**config.mk**
```make
export PLATFORM = sky130hd
export DESIGN_NAME = ssc_sample_clamp_control
export DESIGN_NICKNAME = d
export VERILOG_FILES = /design/src/ssc_pkg.sv /design/src/ssc_pin_sync.sv /design/src/ssc_chan_cfg.sv /design/src/ssc_sample_clamp_control.sv
export SDC_FILE = /design/constraint.sdc
export NUM_CORES = 1
export LEC_CHECK = 0
export BUFFER_PORTS_ARGS = -buffer_cell sky130_fd_sc_hd__buf_2
export CORE_ASPECT_RATIO = 2
export CORE_MARGIN = 8
export CORE_UTILIZATION = 51
export CTS_BUF_LIST = sky130_fd_sc_hd__clkbuf_4
export CTS_CLUSTER_SIZE = 40
export DETAILED_ROUTE_END_ITERATION = 6
export MAX_ROUTING_LAYER = met4
export PLACE_DENSITY = 0.92
export SLEW_MARGIN = 0
export SYNTH_ARGS = -nofsm -noshare
export SYNTH_HDL_FRONTEND = slang
export SYNTH_SLANG_ARGS = --single-unit
```
**constraint.sdc**
```tcl
create_clock -name clk -period 2.2 [get_ports clk]
set_clock_uncertainty 0.05 [all_clocks]
set_input_delay 0.22 -clock clk [delete_from_list [all_inputs] [get_ports clk]]
set_output_delay 0.22 -clock clk [all_outputs]
set_load 0.05 [all_outputs]
```
**src/ssc_pkg.sv**
```systemverilog
package ssc_pkg;

   // Converter and configuration widths
   localparam int GAIN_W = 5;
   localparam int OFFSET_W = 8;
   localparam int CODE_W = 10;
   localparam int POS_W = 2;
   localparam int CNT_W = 4;
   localparam int NUM_CHAN = 3;

   // Channel indices
   localparam int CHAN_RED = 0;
   localparam int CHAN_GREEN = 1;
   localparam int CHAN_BLUE = 2;

   // Strobe timing, in master clock edges
   localparam int VS_EDGE = 1;
   localparam int RS_EDGE_DEFAULT = 4;
   localparam int CLAMP_DELAY_DEFAULT = 3;
   localparam int POS_MAX = 3;
   localparam logic [CNT_W-1:0] CNT_LAST = CNT_W'(RS_EDGE_DEFAULT + POS_MAX);
   localparam int CLAMP_PIPE_W = CLAMP_DELAY_DEFAULT + POS_MAX - 1;

   // Code range of the converter
   localparam logic [CODE_W-1:0] CODE_ZERO = 10'h000;
   localparam logic [CODE_W-1:0] CODE_FULL = 10'h3ff;

   // Sampling modes
   typedef enum logic {
      SSC_MODE_CDS,
      SSC_MODE_SINGLE
   } ssc_mode_t;

   // Reset clamp levels; the fourth code is not a level
   typedef enum logic [1:0] {
      SSC_CLAMP_LOW = 2'h0,
      SSC_CLAMP_MID = 2'h1,
      SSC_CLAMP_HIGH = 2'h2
   } ssc_clamp_t;
   localparam logic [1:0] CLAMP_CODE_BAD = 2'h3;

   // Values after reset
   localparam logic [GAIN_W-1:0] GAIN_RESET = 5'h00;
   localparam logic [OFFSET_W-1:0] OFFSET_RESET = 8'h00;
   localparam logic SIGN_RESET = 1'b0;
   localparam logic [POS_W-1:0] POS_RESET = 2'h0;
   localparam ssc_mode_t MODE_RESET = SSC_MODE_CDS;
   localparam ssc_clamp_t CLAMP_RESET = SSC_CLAMP_MID;
   localparam logic INVERT_RESET = 1'b0;
   localparam logic [CNT_W-1:0] CNT_RESET = 4'h0;

endpackage

```
**src/ssc_pin_sync.sv**
```systemverilog
`timescale 1ns/10ps

// Three-stage pin synchroniser; level moves once stages two and three agree
module ssc_pin_sync #(
   parameter logic IDLE = 1'b0
) (
   input wire logic clk,
   input wire logic rst,
   input wire logic pin,
   output logic level
);
   import ssc_pkg::*;

   logic stage1_q, stage2_q, stage3_q, level_q;
   logic level_d;

   always_comb
   begin
      level_d = level_q;
      if (stage2_q == stage3_q)
      begin
         level_d = stage3_q;
      end
   end

   always_ff @(posedge clk)
   begin
      if (rst)
      begin
         stage1_q <= IDLE;
         stage2_q <= IDLE;
         stage3_q <= IDLE;
         level_q <= IDLE;
      end
      else
      begin
         stage1_q <= pin;
         stage2_q <= stage1_q;
         stage3_q <= stage2_q;
         level_q <= level_d;
      end
   end

   assign level = level_q;

endmodule

```
**src/ssc_chan_cfg.sv**
```systemverilog
`timescale 1ns/10ps

// Gain and signed offset settings of one input channel
module ssc_chan_cfg (
   input wire logic clk,
   input wire logic clear,
   input wire logic gainWr,
   input wire logic [ssc_pkg::GAIN_W-1:0] gainData,
   input wire logic offsetWr,
   input wire logic [ssc_pkg::OFFSET_W-1:0] offsetData,
   input wire logic offsetSignData,
   output logic [ssc_pkg::GAIN_W-1:0] gain,
   output logic [ssc_pkg::OFFSET_W-1:0] offsetMag,
   output logic offsetNeg
);
   import ssc_pkg::*;

   logic [GAIN_W-1:0] gain_q, gain_d;
   logic [OFFSET_W-1:0] mag_q, mag_d;
   logic sign_q, sign_d;

   always_comb
   begin
      gain_d = gain_q;
      mag_d = mag_q;
      sign_d = sign_q;
      if (gainWr)
      begin
         gain_d = gainData;
      end
      if (offsetWr)
      begin
         mag_d = offsetData;
         sign_d = offsetSignData;
      end
   end

   always_ff @(posedge clk)
   begin
      if (clear)
      begin
         gain_q <= GAIN_RESET;
         mag_q <= OFFSET_RESET;
         sign_q <= SIGN_RESET;
      end
      else
      begin
         gain_q <= gain_d;
         mag_q <= mag_d;
         sign_q <= sign_d;
      end
   end

   assign gain = gain_q;
   assign offsetMag = mag_q;
   assign offsetNeg = sign_q;

endmodule

```
**src/ssc_sample_clamp_control.sv**
```systemverilog
`timescale 1ns/10ps

module ssc_sample_clamp_control (
   input wire logic clk,
   input wire logic rst,
   input wire logic resetLow_n,
   input wire logic sampleSync,
   input wire logic clampRequest,
   input wire logic [ssc_pkg::NUM_CHAN-1:0] gainWr,
   input wire logic [ssc_pkg::GAIN_W-1:0] gainData,
   input wire logic [ssc_pkg::NUM_CHAN-1:0] offsetWr,
   input wire logic [ssc_pkg::OFFSET_W-1:0] offsetData,
   input wire logic offsetSignData,
   input wire logic ctrlWr,
   input wire logic [ssc_pkg::POS_W-1:0] positionData,
   input wire ssc_pkg::ssc_mode_t modeData,
   input wire logic [1:0] clampLevelData,
   input wire logic invertData,
   input wire logic [ssc_pkg::CODE_W-1:0] adcCode,
   output logic resetSampleStrobe,
   output logic videoSampleStrobe,
   output logic clampPulse,
   output logic [ssc_pkg::GAIN_W-1:0] gainRed,
   output logic [ssc_pkg::GAIN_W-1:0] gainGreen,
   output logic [ssc_pkg::GAIN_W-1:0] gainBlue,
   output logic [ssc_pkg::OFFSET_W-1:0] offsetMagRed,
   output logic [ssc_pkg::OFFSET_W-1:0] offsetMagGreen,
   output logic [ssc_pkg::OFFSET_W-1:0] offsetMagBlue,
   output logic offsetNegRed,
   output logic offsetNegGreen,
   output logic offsetNegBlue,
   output logic [ssc_pkg::POS_W-1:0] resetSamplePosition,
   output ssc_pkg::ssc_mode_t sampleMode,
   output ssc_pkg::ssc_clamp_t clampLevel,
   output logic invertOutput,
   output logic [ssc_pkg::CODE_W-1:0] videoCode
);
   import ssc_pkg::*;

   // Pin synchronisers
   logic syncLevel, reqLevel, resetLowLevel;
   logic syncLevelPrev_q, syncEvent;
   logic cfgClear;

   ssc_pin_sync #(.IDLE(1'b0)) u_syncPin (
      .clk(clk),
      .rst(rst),
      .pin(sampleSync),
      .level(syncLevel)
   );

   ssc_pin_sync #(.IDLE(1'b0)) u_reqPin (
      .clk(clk),
      .rst(rst),
      .pin(clampRequest),
      .level(reqLevel)
   );

   ssc_pin_sync #(.IDLE(1'b1)) u_resetPin (
      .clk(clk),
      .rst(rst),
      .pin(resetLow_n),
      .level(resetLowLevel)
   );

   assign syncEvent = syncLevel & ~syncLevelPrev_q;
   assign cfgClear = rst | ~resetLowLevel;

   // Per-channel gain and offset
   logic [GAIN_W-1:0] gainCh [NUM_CHAN];
   logic [OFFSET_W-1:0] magCh [NUM_CHAN];
   logic [NUM_CHAN-1:0] negCh;

   for (genvar ch = 0; ch < NUM_CHAN; ch++)
   begin : g_chan
      ssc_chan_cfg u_cfg (
         .clk(clk),
         .clear(cfgClear),
         .gainWr(gainWr[ch]),
         .gainData(gainData),
         .offsetWr(offsetWr[ch]),
         .offsetData(offsetData),
         .offsetSignData(offsetSignData),
         .gain(gainCh[ch]),
         .offsetMag(magCh[ch]),
         .offsetNeg(negCh[ch])
      );
   end

   assign gainRed = gainCh[CHAN_RED];
   assign gainGreen = gainCh[CHAN_GREEN];
   assign gainBlue = gainCh[CHAN_BLUE];
   assign offsetMagRed = magCh[CHAN_RED];
   assign offsetMagGreen = magCh[CHAN_GREEN];
   assign offsetMagBlue = magCh[CHAN_BLUE];
   assign offsetNegRed = negCh[CHAN_RED];
   assign offsetNegGreen = negCh[CHAN_GREEN];
   assign offsetNegBlue = negCh[CHAN_BLUE];

   // Control settings
   logic [POS_W-1:0] pos_q, pos_d;
   ssc_mode_t mode_q, mode_d;
   ssc_clamp_t level_q, level_d;
   logic invert_q, invert_d;

   always_comb
   begin
      pos_d = pos_q;
      mode_d = mode_q;
      level_d = level_q;
      invert_d = invert_q;
      if (ctrlWr)
      begin
         pos_d = positionData;
         mode_d = modeData;
         invert_d = invertData;
         if (clampLevelData != CLAMP_CODE_BAD)
         begin
            level_d = ssc_clamp_t'(clampLevelData);
         end
      end
   end

   always_ff @(posedge clk)
   begin
      if (cfgClear)
      begin
         pos_q <= POS_RESET;
         mode_q <= MODE_RESET;
         level_q <= CLAMP_RESET;
         invert_q <= INVERT_RESET;
      end
      else
      begin
         pos_q <= pos_d;
         mode_q <= mode_d;
         level_q <= level_d;
         invert_q <= invert_d;
      end
   end

   assign resetSamplePosition = pos_q;
   assign sampleMode = mode_q;
   assign clampLevel = level_q;
   assign invertOutput = invert_q;

   // Strobe timing
   logic [CNT_W-1:0] cnt_q, cnt_d;
   logic running_q, running_d;
   logic rs_q, rs_d, vs_q, vs_d, cl_q, cl_d;
   logic [CLAMP_PIPE_W-1:0] reqPipe_q, reqPipe_d;
   logic [CNT_W-1:0] rsEdge;
   logic [2:0] clampTap;

   assign rsEdge = CNT_W'(RS_EDGE_DEFAULT) + CNT_W'(pos_q);
   assign clampTap = 3'(CLAMP_DELAY_DEFAULT - 2) + 3'(pos_q);

   always_comb
   begin
      cnt_d = cnt_q;
      running_d = running_q;
      if (syncEvent)
      begin
         cnt_d = CNT_W'(VS_EDGE);
         running_d = 1'b1;
      end
      else if (running_q)
      begin
         if (cnt_q == CNT_LAST)
         begin
            running_d = 1'b0;
         end
         else
         begin
            cnt_d = cnt_q + 4'h1;
         end
      end
      vs_d = syncEvent;
      if (mode_q == SSC_MODE_SINGLE)
      begin
         rs_d = syncEvent;
      end
      else
      begin
         rs_d = running_q && !syncEvent && (cnt_q == rsEdge - 4'h1);
      end
      reqPipe_d = {reqPipe_q[CLAMP_PIPE_W-2:0], reqLevel};
      cl_d = reqPipe_q[clampTap];
   end

   always_ff @(posedge clk)
   begin
      if (rst)
      begin
         syncLevelPrev_q <= 1'b0;
         cnt_q <= CNT_RESET;
         running_q <= 1'b0;
         rs_q <= 1'b0;
         vs_q <= 1'b0;
         cl_q <= 1'b0;
         reqPipe_q <= '0;
      end
      else
      begin
         syncLevelPrev_q <= syncLevel;
         cnt_q <= cnt_d;
         running_q <= running_d;
         rs_q <= rs_d;
         vs_q <= vs_d;
         cl_q <= cl_d;
         reqPipe_q <= reqPipe_d;
      end
   end

   assign resetSampleStrobe = rs_q;
   assign videoSampleStrobe = vs_q;
   assign clampPulse = cl_q;

   // Converter code path
   logic [CODE_W-1:0] code_q, code_d;

   always_comb
   begin
      code_d = invert_q ? ~adcCode : adcCode;
   end

   always_ff @(posedge clk)
   begin
      if (rst)
      begin
         code_q <= CODE_ZERO;
      end
      else
      begin
         code_q <= code_d;
      end
   end

   assign videoCode = code_q;

   // Checks
   a_vs_after_sync: assert property (@(posedge clk) disable iff (rst)
      syncEvent |=> videoSampleStrobe)
      else $error("video strobe missing after sync");

   a_rs_default_edge: assert property (@(posedge clk) disable iff (rst)
      (syncEvent && pos_q == 2'h0 && mode_q == SSC_MODE_CDS && !ctrlWr && !cfgClear)
      ##1 (!syncEvent && !ctrlWr && !cfgClear)[*3] |=> resetSampleStrobe)
      else $error("reset strobe not on fourth edge");

   a_rs_pos_three: assert property (@(posedge clk) disable iff (rst)
      (syncEvent && pos_q == 2'h3 && mode_q == SSC_MODE_CDS && !ctrlWr && !cfgClear)
      ##1 (!syncEvent && !ctrlWr && !cfgClear)[*6] |=> resetSampleStrobe)
      else $error("reset strobe position wrong");

   a_clamp_default: assert property (@(posedge clk) disable iff (rst)
      (reqLevel && pos_q == 2'h0 && !ctrlWr && !cfgClear)
      ##1 (!ctrlWr && !cfgClear)[*2] |=> clampPulse)
      else $error("clamp pulse not three clocks after request");

   a_clamp_follows_rs: assert property (@(posedge clk) disable iff (rst)
      (reqLevel && pos_q == 2'h2 && !ctrlWr && !cfgClear)
      ##1 (!ctrlWr && !cfgClear)[*4] |=> clampPulse)
      else $error("clamp pulse did not move with position");

   a_cds_apart: assert property (@(posedge clk) disable iff (rst)
      ($past(mode_q) == SSC_MODE_CDS) |-> !(videoSampleStrobe && resetSampleStrobe))
      else $error("strobes coincide in double sampling");

   a_single_together: assert property (@(posedge clk) disable iff (rst)
      ($past(mode_q) == SSC_MODE_SINGLE) |-> (resetSampleStrobe == videoSampleStrobe))
      else $error("strobes apart in single-ended mode");

   a_gain_write: assert property (@(posedge clk) disable iff (rst)
      (gainWr[CHAN_GREEN] && !cfgClear) |=> (gainGreen == $past(gainData)
      && (gainRed == $past(gainRed) || $past(gainWr[CHAN_RED]))))
      else $error("gain write not held per channel");

   a_offset_write: assert property (@(posedge clk) disable iff (rst)
      (offsetWr[CHAN_BLUE] && !cfgClear) |=> (offsetMagBlue == $past(offsetData)
      && offsetNegBlue == $past(offsetSignData)))
      else $error("offset write lost");

   a_level_legal: assert property (@(posedge clk) disable iff (rst)
      (ctrlWr && clampLevelData == CLAMP_CODE_BAD && !cfgClear)
      |=> $stable(clampLevel))
      else $error("illegal clamp level taken");

   a_invert_code: assert property (@(posedge clk) disable iff (rst)
      ##1 (invertOutput && $stable(invertOutput)) |=> videoCode == ~$past(adcCode))
      else $error("code not inverted");

   a_clear_defaults: assert property (@(posedge clk) disable iff (rst)
      !resetLowLevel |=> (gainRed == GAIN_RESET && resetSamplePosition == POS_RESET
      && clampLevel == CLAMP_RESET && !invertOutput))
      else $error("configuration not at defaults after reset");

   a_restart_count: assert property (@(posedge clk) disable iff (rst)
      syncEvent |=> (cnt_q == CNT_W'(VS_EDGE) && running_q))
      else $error("counter did not restart on sync");

endmodule

```
== Word-level counts from Yosys, hierarchy flattened ==
Cells that the tools add are included.

* Add/sub/neg operators: 4
* Multiplexer cells: 10
* Eq/ne operators: 7
* Bitwise operators: 6
* Order comparisons: 1
* Reductions and logical operators: 8

{| class="wikitable"
|+ Operator list
! kind !! number
|-
| 10-bit two-way mux || 1
|-
| 10-bit inverter || 1
|-
| 1-bit two-way mux || 8
|-
| 2-bit AND reduction || 3
|-
| 3-bit by 2-bit adder with 4-bit output, first input constant || 1
|-
| 4-bit by 1-bit adder with 4-bit output, second input constant || 1
|-
| 4-bit by 3-bit == test with 1-bit output, second input constant || 1
|-
| 4-bit == test || 1
|-
| 3-bit by 4-bit less-than comparator with 1-bit output, second input constant || 1
|-
| 2-bit inequality test, second input constant || 2
|-
| 4-bit by 1-bit subtractor with 4-bit output, second input constant || 1
|-
| 1-bit by 2-bit adder with 3-bit output, first input constant || 1
|-
| 1-bit binary-select mux with 3-bit select || 1
|-
| 1-bit == test || 3
|-
| 1-bit inverter || 3
|-
| 1-bit logical AND || 2
|-
| 2-bit nonzero test || 1
|-
| 2-bit OR reduction || 1
|-
| 1-bit AND || 1
|-
| 1-bit zero test || 1
|-
| 1-bit OR || 1
|}

* Output and inout bits: 61
* Word-level logic and storage cells: 70
* Bits in registers: 84

== Longest topological paths before layout ==
Gate-level depths: netlist of the first run.

* Depth in word-level cells: 6
* Gate-level depth with buffers: 5
* Depth with buffers taken out: 5

== Modules after synthesis ==
Synthesis of the first run repeated with hierarchy kept, for this count alone.

* Cell total of the unflattened synthesis: 282
* Area, all modules: 2991.6 um2

{| class="wikitable"
|+ Modules (own cells, without submodules)
! module !! cells an instance !! area each (um2) !! times used
|-
| ssc_chan_cfg || 45 || 496.7 || 3
|-
| ssc_sample_clamp_control || 117 || 1161.1 || 1
|-
| ssc_pin_sync (u_reqPin ...) || 10 || 112.6 || 2
|-
| ssc_pin_sync (u_resetPin) || 10 || 115.1 || 1
|}

== Worst setup path before layout of the first run ==
Ideal clock, no wire load.

* Path kind: register -> register
* Start point: register pos_q[0], in the netlist resetSamplePosition[0]
* End point: register rs_q, in the netlist resetSampleStrobe
* Slack: 286 ps
* Period minus slack after synthesis: 1914 ps
* Buffers on the path: 0
* Data required time: 2089 ps
* Arrival: 1803 ps
* Cell stages (with the launch flop): 6
* Cells stage by stage: dfxtp_1 inv_1 ha_1 xnor2_1 a2111oi_0 a22o_1

* Longest elaborated chain between the ends: 5

{| class="wikitable"
|+ RTL lines
! item !! RTL line !! RTL
|-
| from (decl) || ssc_sample_clamp_control.sv:101 || <nowiki>logic [POS_W-1:0] pos_q, pos_d;</nowiki>
|-
| from (signal assigned) || ssc_sample_clamp_control.sv:135 || <nowiki>pos_q <= pos_d;</nowiki>
|-
| 3-bit by 2-bit adder with 4-bit output || ssc_sample_clamp_control.sv:155 || <nowiki>assign rsEdge = CNT_W'(RS_EDGE_DEFAULT) + CNT_W'(pos_q);</nowiki>
|-
| 4-bit by 1-bit subtractor with 4-bit output || ssc_sample_clamp_control.sv:185 || <nowiki>rs_d = running_q && !syncEvent && (cnt_q == rsEdge - 4'h1);</nowiki>
|-
| 4-bit == test || ssc_sample_clamp_control.sv:185 ||
|-
| 1-bit logical AND || ssc_sample_clamp_control.sv:185 ||
|-
| 1-bit two-way mux || ssc_sample_clamp_control.sv:179 || <nowiki>if (mode_q == SSC_MODE_SINGLE)</nowiki>
|-
| to (signal assigned) || ssc_sample_clamp_control.sv:208 || <nowiki>rs_q <= rs_d;</nowiki>
|-
| to (decl) || ssc_sample_clamp_control.sv:150 || <nowiki>logic rs_q, rs_d, vs_q, vs_d, cl_q, cl_d;</nowiki>
|}

Every way passes these cells.
A chain may end at the register's enable or synchronous reset.

== Final worst setup path of the first run ==
* Start point: register invert_q, in the netlist invertOutput
* End point: output invertOutput

{| class="wikitable"
|+ RTL lines
! item !! RTL line !! RTL
|-
| from (decl) || ssc_sample_clamp_control.sv:104 || <nowiki>logic invert_q, invert_d;</nowiki>
|-
| from (signal assigned) || ssc_sample_clamp_control.sv:138 || <nowiki>invert_q <= invert_d;</nowiki>
|-
| to (decl) || ssc_sample_clamp_control.sv:35 || <nowiki>output logic invertOutput,</nowiki>
|}

No word-level cell between the ends.

==> flow_metrics.py, run 1 <==
metrics = {
    "yosys": {
        "yosys_register_bits": 84,
        "syn_nets": 327,
        "synth.distinct_cells": 31,
        "synth_area_um2": 2967,
        "postSynthAreaPerCell_um2": 10.52,
        "synthCells": 282,
        "ys_warn_count": 0,
        "yosysSeqAreaShare": 0.5668,
    },
    "power": {
        "p_total_mw": 2.902,
        "pwr-share-seq": 0.564,
        "p_leak_nw": 1.867,
        "p_switching_mw": 0.8883,
        "internal_power_mw": 2.014,
        "vdd_drop_max_uv": 637.5,
        "clkPwrFrac": 0.242,
        "powerDensity_nw_per_um2": 756.5,
        "swShare": 0.3061,
        "comb_power_share": 0.194,
    },
    "sta": {
        "period_needed_ns": 1.791,
        "max_freq_mhz": 558.3,
        "finalSetupViolCount": 0,
        "grt_setup_unrepaired": "false",
        "hold_slack_ns": 0.02972,
        "fin_tns_setup_ns": 0,
        "fin_crit_sh": 0.8141,
        "hold_viol": 0,
        "maxSlewViolCount": 0,
        "slew_headroom": 0.6000,
        "tightest_slew_ns": 0.5991,
    },
    "placement": {
        "port_buffers": 102,
        "place_congestion": 0.7794,
        "dp_hpwl_um": 5357,
        "dpl_cell_area_um2": 3502,
    },
    "route": {
        "vias": 2399,
        "avgRoutedWirePerCell_um": 15.68,
        "drt_first_pass_iters": 5,
        "drtIter0Drc": 120,
        "drt_wl_total_um": 7386,
        "drt-vias-per-instance": 5.093,
        "drc_errors": 0,
        "final_antenna_net_count": 0,
    },
    "setup_path": {
        "critPathLaunchType": "flop",
        "critPathMaxStageDelay_ns": 0.72,
        "cp_slowest_cell": "dfxtp_1",
        "worstPathRequired_ns": 1.93,
        "critical_path_arrival_ns": 1.52,
        "cp-end-kind": "output port",
        "path_cells": "buf_2",
        "critPathTopFamily": "flip-flops",
        "path_class": "flop to output port",
        "cp_max_fo": 12,
        "critical_path_buf_inv_count": 1,
    },
    "cells_and_area": {
        "nNetsFinal": 449,
        "drive_gt1_frac": 0.2983,
        "register_area_um2": 1682,
        "multi_input_area_um2": 1189,
        "fillers": 438,
        "design_area_um2": 3836,
        "area_growth_pct": 29.31,
    },
    "grt": {
        "antenna_found_initial": 1,
        "gr-total-overflow": 0,
        "grt_pass1_vias": 2514,
        "grt_pass1_wl_um": 11920,
        "grtUsageTotal": 0.1757,
        "grt_max_degree": 48,
    },
    "clock_network": {
        "root_buffer": "clkbuf_4",
        "path_clk_slew_ns": 0.12,
        "clock_latency_ns": 0.41,
        "cts_max_path_buffers": 2,
        "cts_tree": "built",
        "numClockSinks": 84,
        "htree_levels": 3,
        "post_cts_resized": 0,
        "cts_buffers": 9,
        "cts_setup_buffers": 0,
    },
    "floorplan": {
        "initial_utilization": 0.5241,
        "die_w_um": 69.93,
        "die_h_um": 123.9,
        "rows": 39,
        "coreArea_um2": 5660,
        "dieArea_um2": 8662,
        "io_pins": 103,
    },
    "worst_hold_path": {
        "hp-class": "input port to flop",
    },
    "status": {
        "status": "complete, no violations",
    },
    "flow_run": {
        "cap_violations": 0,
    },
}
==> area by class of cell <==
type	instances	share of cell area
Clock inverter	5	0.004892
Antenna cell	1	0.0006523
Timing Repair Buffer	127	0.1970
Sequential cell	84	0.4384
Clock buffer	11	0.02153
Multi-Input combinational cell	174	0.3098
Tap cell	61	0.01990
Inverter	8	0.007828
==> layout by cell type (no fill, tap or decap), types with 2 or more instances in the layout <==
cell type,count
buf_2,102
dfxtp_1,84
nor2_1,59
mux2i_1,48
dlygate4sd3_1,23
xnor2_1,13
nor2b_1,12
clkbuf_4,11
inv_1,8
o21ai_0,6
clkinv_1,5
a21oi_1,4
nand2_1,3
nand3_1,3
or2_2,3
ha_1,3
nand3b_1,2
nor3_1,2
a31o_2,2
nor4_1,2
buf_4,2
==> per-stage QoR <==
stage	util	setup WS, ns	cells
6_report	0.6777	0.4090	471
5_1_grt	0.6777	0.2696	471
4_1_cts	0.6773	0.3891	470
3_5_place_dp	0.6187	0.5064	431
3_3_place_gp	0.6187	0.5670	431
2_1_floorplan	-	0.2861	282
==> state kept, by name (all words and copies together) (netlist names), 2 cells and up <==
register	count
cnt_q	4
resetSamplePosition	2
g_chan.u_cfg.offsetMag	24
g_chan.u_cfg.gain	15
g_chan.u_cfg.offsetNeg	3
videoCode	10
clampLevel	2
reqPipe_q	5
==> routing by layer <==
layer	GRT usage	up-vias	part of all wire
met2	0.3142	92	0.54
met5	-	-	0
met3	0.03987	18	0.059
met1	0.1651	1105	0.37
li1	-	1184	-
met4	0.1138	0	0.027
==> cells in the mapped netlist (all sizes together) <==
cell | n | area share
a2111oi | 1 | 0.0030
nor3 | 2 | 0.0034
a31oi | 1 | 0.0021
clkbuf | 8 | 0.010
a311o | 1 | 0.0034
buf | 8 | 0.012
and3 | 1 | 0.0021
nand3b | 2 | 0.0051
nand3 | 3 | 0.0051
or2 | 3 | 0.0063
and3b | 1 | 0.0030
mux2i | 48 | 0.16
xnor2 | 13 | 0.038
a21oi | 4 | 0.0067
o221a | 1 | 0.0038
dfxtp | 84 | 0.57
nor2 | 59 | 0.075
o2bb2ai | 1 | 0.0030
ha | 3 | 0.013
or4 | 1 | 0.0025
a22o | 1 | 0.0030
nor2b | 12 | 0.025
a221oi | 2 | 0.0080
o211a | 1 | 0.0034
inv | 8 | 0.010
o21ai | 6 | 0.010
nor4 | 2 | 0.0042
a31o | 2 | 0.0059
nand2 | 3 | 0.0038
==> kinds of logic (layout without fill, tap and decap cells) <==
| kind of cell | Yosys count | after routing | synth area share |
|---|---|---|---|
| adder cells (fa/ha/maj) | 3 | 3 | 0.01265 |
| XOR/XNOR | 13 | 13 | 0.03838 |
| multiplexers | 48 | 48 | 0.1620 |
| buffers and inverters | 24 | 151 | 0.03247 |
| flip-flops | 84 | 84 | 0.5668 |
| AND/OR/NAND/NOR | 89 | 89 | 0.1354 |
| AO/OA/AOI/OAI | 21 | 21 | 0.05230 |
| other | 0 | 1 | 0 |
==> path summary, 6_finish.rpt <==
kind | end | cells after the start | slack, ns | from
max | invertOutput | 1 | 0.41 | invertOutput$_SDFFE_PP0P_
min | g_chan[0].u_cfg.offsetMag[1]$_SDFFE_PP0P_ | 3 | 0.03 | offsetData[1]
max reg2reg | resetSampleStrobe$_SDFF_PP0_ | 5 | 0.45 | resetSamplePosition[0]$_SDFFE_PP0P_
min reg2reg | u_resetPin.stage2_q$_SDFF_PP1_ | 1 | 0.37 | u_resetPin.stage1_q$_SDFF_PP1_
==> power by group through the flow <==
stage	clock, mW	combinational, mW	sequential [mW]
floorplan	0	0.156	1.90
global placement	0	0.521	1.67
detailed placement	0	0.533	1.67
CTS	0.732	0.565	1.64
global route	0.779	0.600	1.65
finish	0.702	0.564	1.64
==> timing repair <==
action	in CTS	in global routing
hold buffers	23	0
endpoints found under the hold margin	24	0
setup endpoints to repair	0	0
(Power assumes the default switching activity.)
==> run 2, diff against run 1 <==
==> constraint.sdc (replaced) <==
create_clock -name clk -period 1.85 [get_ports clk]
set_clock_uncertainty 0.05 [all_clocks]
set_input_delay 0.185 -clock clk [delete_from_list [all_inputs] [get_ports clk]]
set_output_delay 0.185 -clock clk [all_outputs]
set_load 0.05 [all_outputs]
==> run 2 against run 1 <==
Against the previous run: count of clock-buffer cells in the layout decreased by 2; clock power increased by 84%; register-to-register slack worse by 0.33 ns; wire length rose by 8.5%; first-iteration DRC count increased by 19%; design area rose by 4.6%; cell count up 1.9%; sequential cell count stayed put; core utilization up 3.1 points; highest routed layer unchanged.
==> flow_metrics.py, run 2 (same netlist as run 1, synthesis figures left out) <==
metrics = {
    "placement": {
        "dp_hpwl_um": 5496,
        "port_buffers": 102,
        "place_congestion": 0.8052,
    },
    "setup_path": {
        "r2r_start": "cnt_q[0]$_SDFFE_PP0P_",
        "cp_max_fo": 5,
        "rr_endpoint": "cnt_q[3]$_SDFFE_PP0P_",
        "path_class": "flop to flop",
        "critPathLaunch": "cnt_q[0]$_SDFFE_PP0P_",
        "rr_worst_depth": 4,
        "critPathLaunchType": "flop",
        "critical_path_arrival_ns": 2.01,
        "cp-end-kind": "flop",
        "cp-endpoint": "cnt_q[3]$_SDFFE_PP0P_",
        "worstPathRequired_ns": 2.14,
        "ff2ff_setup_slack_ns": 0.12,
    },
    "route": {
        "drtIter0Drc": 143,
        "drt_first_pass_iters": 4,
        "drc_errors": 0,
        "avgRoutedWirePerCell_um": 16.69,
        "drt_wl_total_um": 8012,
        "final_antenna_net_count": 0,
        "drt-vias-per-instance": 5.129,
        "vias": 2462,
    },
    "power": {
        "vdd_drop_max_uv": 999.5,
        "p_total_mw": 3.930,
        "powerDensity_nw_per_um2": 979.7,
        "p_leak_nw": 1.945,
    },
    "floorplan": {
        "initial_utilization": 0.5241,
        "rows": 39,
        "dieArea_um2": 8662,
        "die_h_um": 123.9,
        "io_pins": 103,
        "coreArea_um2": 5660,
        "die_w_um": 69.93,
    },
    "clock_network": {
        "cts_setup_buffers": 0,
        "root_buffer": "clkbuf_4",
        "cts_max_path_buffers": 2,
        "htree_levels": 3,
        "path_clk_slew_ns": 0.13,
        "cts_buffers": 9,
        "numClockSinks": 84,
        "cts_tree": "built",
        "clock_latency_ns": 0.42,
    },
    "worst_hold_path": {
        "hp-class": "input port to flop",
        "holdPathStages": 3,
    },
    "sta": {
        "fin_crit_sh": 0.9327,
        "finalSetupViolCount": 0,
        "tightest_slew_ns": 0.5054,
        "max_freq_mhz": 579.5,
        "maxSlewViolCount": 0,
        "period_needed_ns": 1.726,
        "hold_viol": 0,
        "grt_setup_unrepaired": "false",
        "slew_headroom": 0.6605,
        "fin_tns_setup_ns": 0,
    },
    "cells_and_area": {
        "layout_common_cells": "102 x buf_2, 83 x dfxtp_1, 59 x nor2_1",
        "area_growth_pct": 35.22,
        "nNetsFinal": 459,
        "largest_reg_flops": 24,
        "drive_gt1_frac": 0.3103,
        "layout_commonest_cell": "buf_2",
        "n_antenna_cell": 0,
    },
    "grt": {
        "antenna_found_initial": 0,
        "gr-total-overflow": 0,
        "grt_max_degree": 34,
        "grtUsageTotal": 0.1880,
        "grt_pass1_vias": 2633,
        "grt_pass1_wl_um": 12710,
    },
    "flow_run": {
        "cap_violations": 0,
    },
    "status": {
        "status": "complete, no violations",
    },
}
run 2: changes by cell type in the layout (fill, tap and decap cells not counted):
cell / delta
dfxtp_1: -1
bufinv_16: +3
dlygate4sd3_1: +8
clkinv_1: -5
diode_2: -1
buf_4: +2
clkinv_2: +2
dfxtp_2: +1
clkinvlp_4: +2
clkbuf_4: -2
run 2: report_power, final:
part	internal, mW	switching [mW]	leakage, nW	total, mW
clock network	0.679	0.608	0.0919	1.29
registers	1.90	0.0478	0.691	1.95
logic	0.225	0.472	1.16	0.697
run 2: worst max-delay path: stages, from the launching register on:
cell and delay, ns:
dfxtp_1 0.38, ha_1 0.26, and3b_1 0.23, or4_1 0.50
a221oi_2 0.23
run 2: worst min path at each step:
stage,startpoint,endpoint,slack (ns)
2_1_floorplan,resetLow_n,u_resetPin.stage1_q$_SDFF_PP1_,0.24
3_3_place_gp,resetLow_n,u_resetPin.stage1_q$_SDFF_PP1_,0.32
3_5_place_dp,resetLow_n,u_resetPin.stage1_q$_SDFF_PP1_,0.33
4_1_cts,clampLevelData[1],clampLevel[1]$_SDFFE_PP0P_,0.01
5_1_grt,clampLevelData[0],clampLevel[0]$_SDFFE_PP1P_,0.04
6_report,clampLevelData[1],clampLevel[1]$_SDFFE_PP0P_,0.04
run 2: area by class of cell:
class / count / area [um^2]
multi-input combinational: 174 / 1189
clock inverter: 7 / 115.1
fill: 388 / 1649
timing repair buffer: 137 / 850.8
tap: 61 / 76.32
inverter: 8 / 30.03
clock buffer: 9 / 67.56
sequential: 84 / 1683
run 2: stage by stage:
stage                     worst slack (ns)  cell area [um^2]    util  hold slack [ns]  cells
after floorplan                    0.02871              2968       -           0.2388    282
after global placement              0.2504              3518  0.6216           0.3234    433
after detailed placement            0.1691              3518  0.6216           0.3266    433
after CTS                           0.1545              4011  0.7087          0.01161    480
after global routing             0.0009397              4011  0.7087          0.04028    480
final                               0.1245              4011  0.7087          0.03552    480
run 2: per-layer routing:
metal	GRT usage	part of all wire	vias up	wire, um
li1	-	-	1199	-
met1	0.1635	0.35	1131	2818
met2	0.3412	0.54	100	4332
met3	0.06459	0.064	32	516
met4	0.1100	0.043	0	345
met5	-	0	-	0
run 2: timing repair:
action	in CTS	in global routing
endpoints found under the setup margin	0	0
hold endpoints to repair	55	0
hold buffers	31	0
resized for setup	0	0
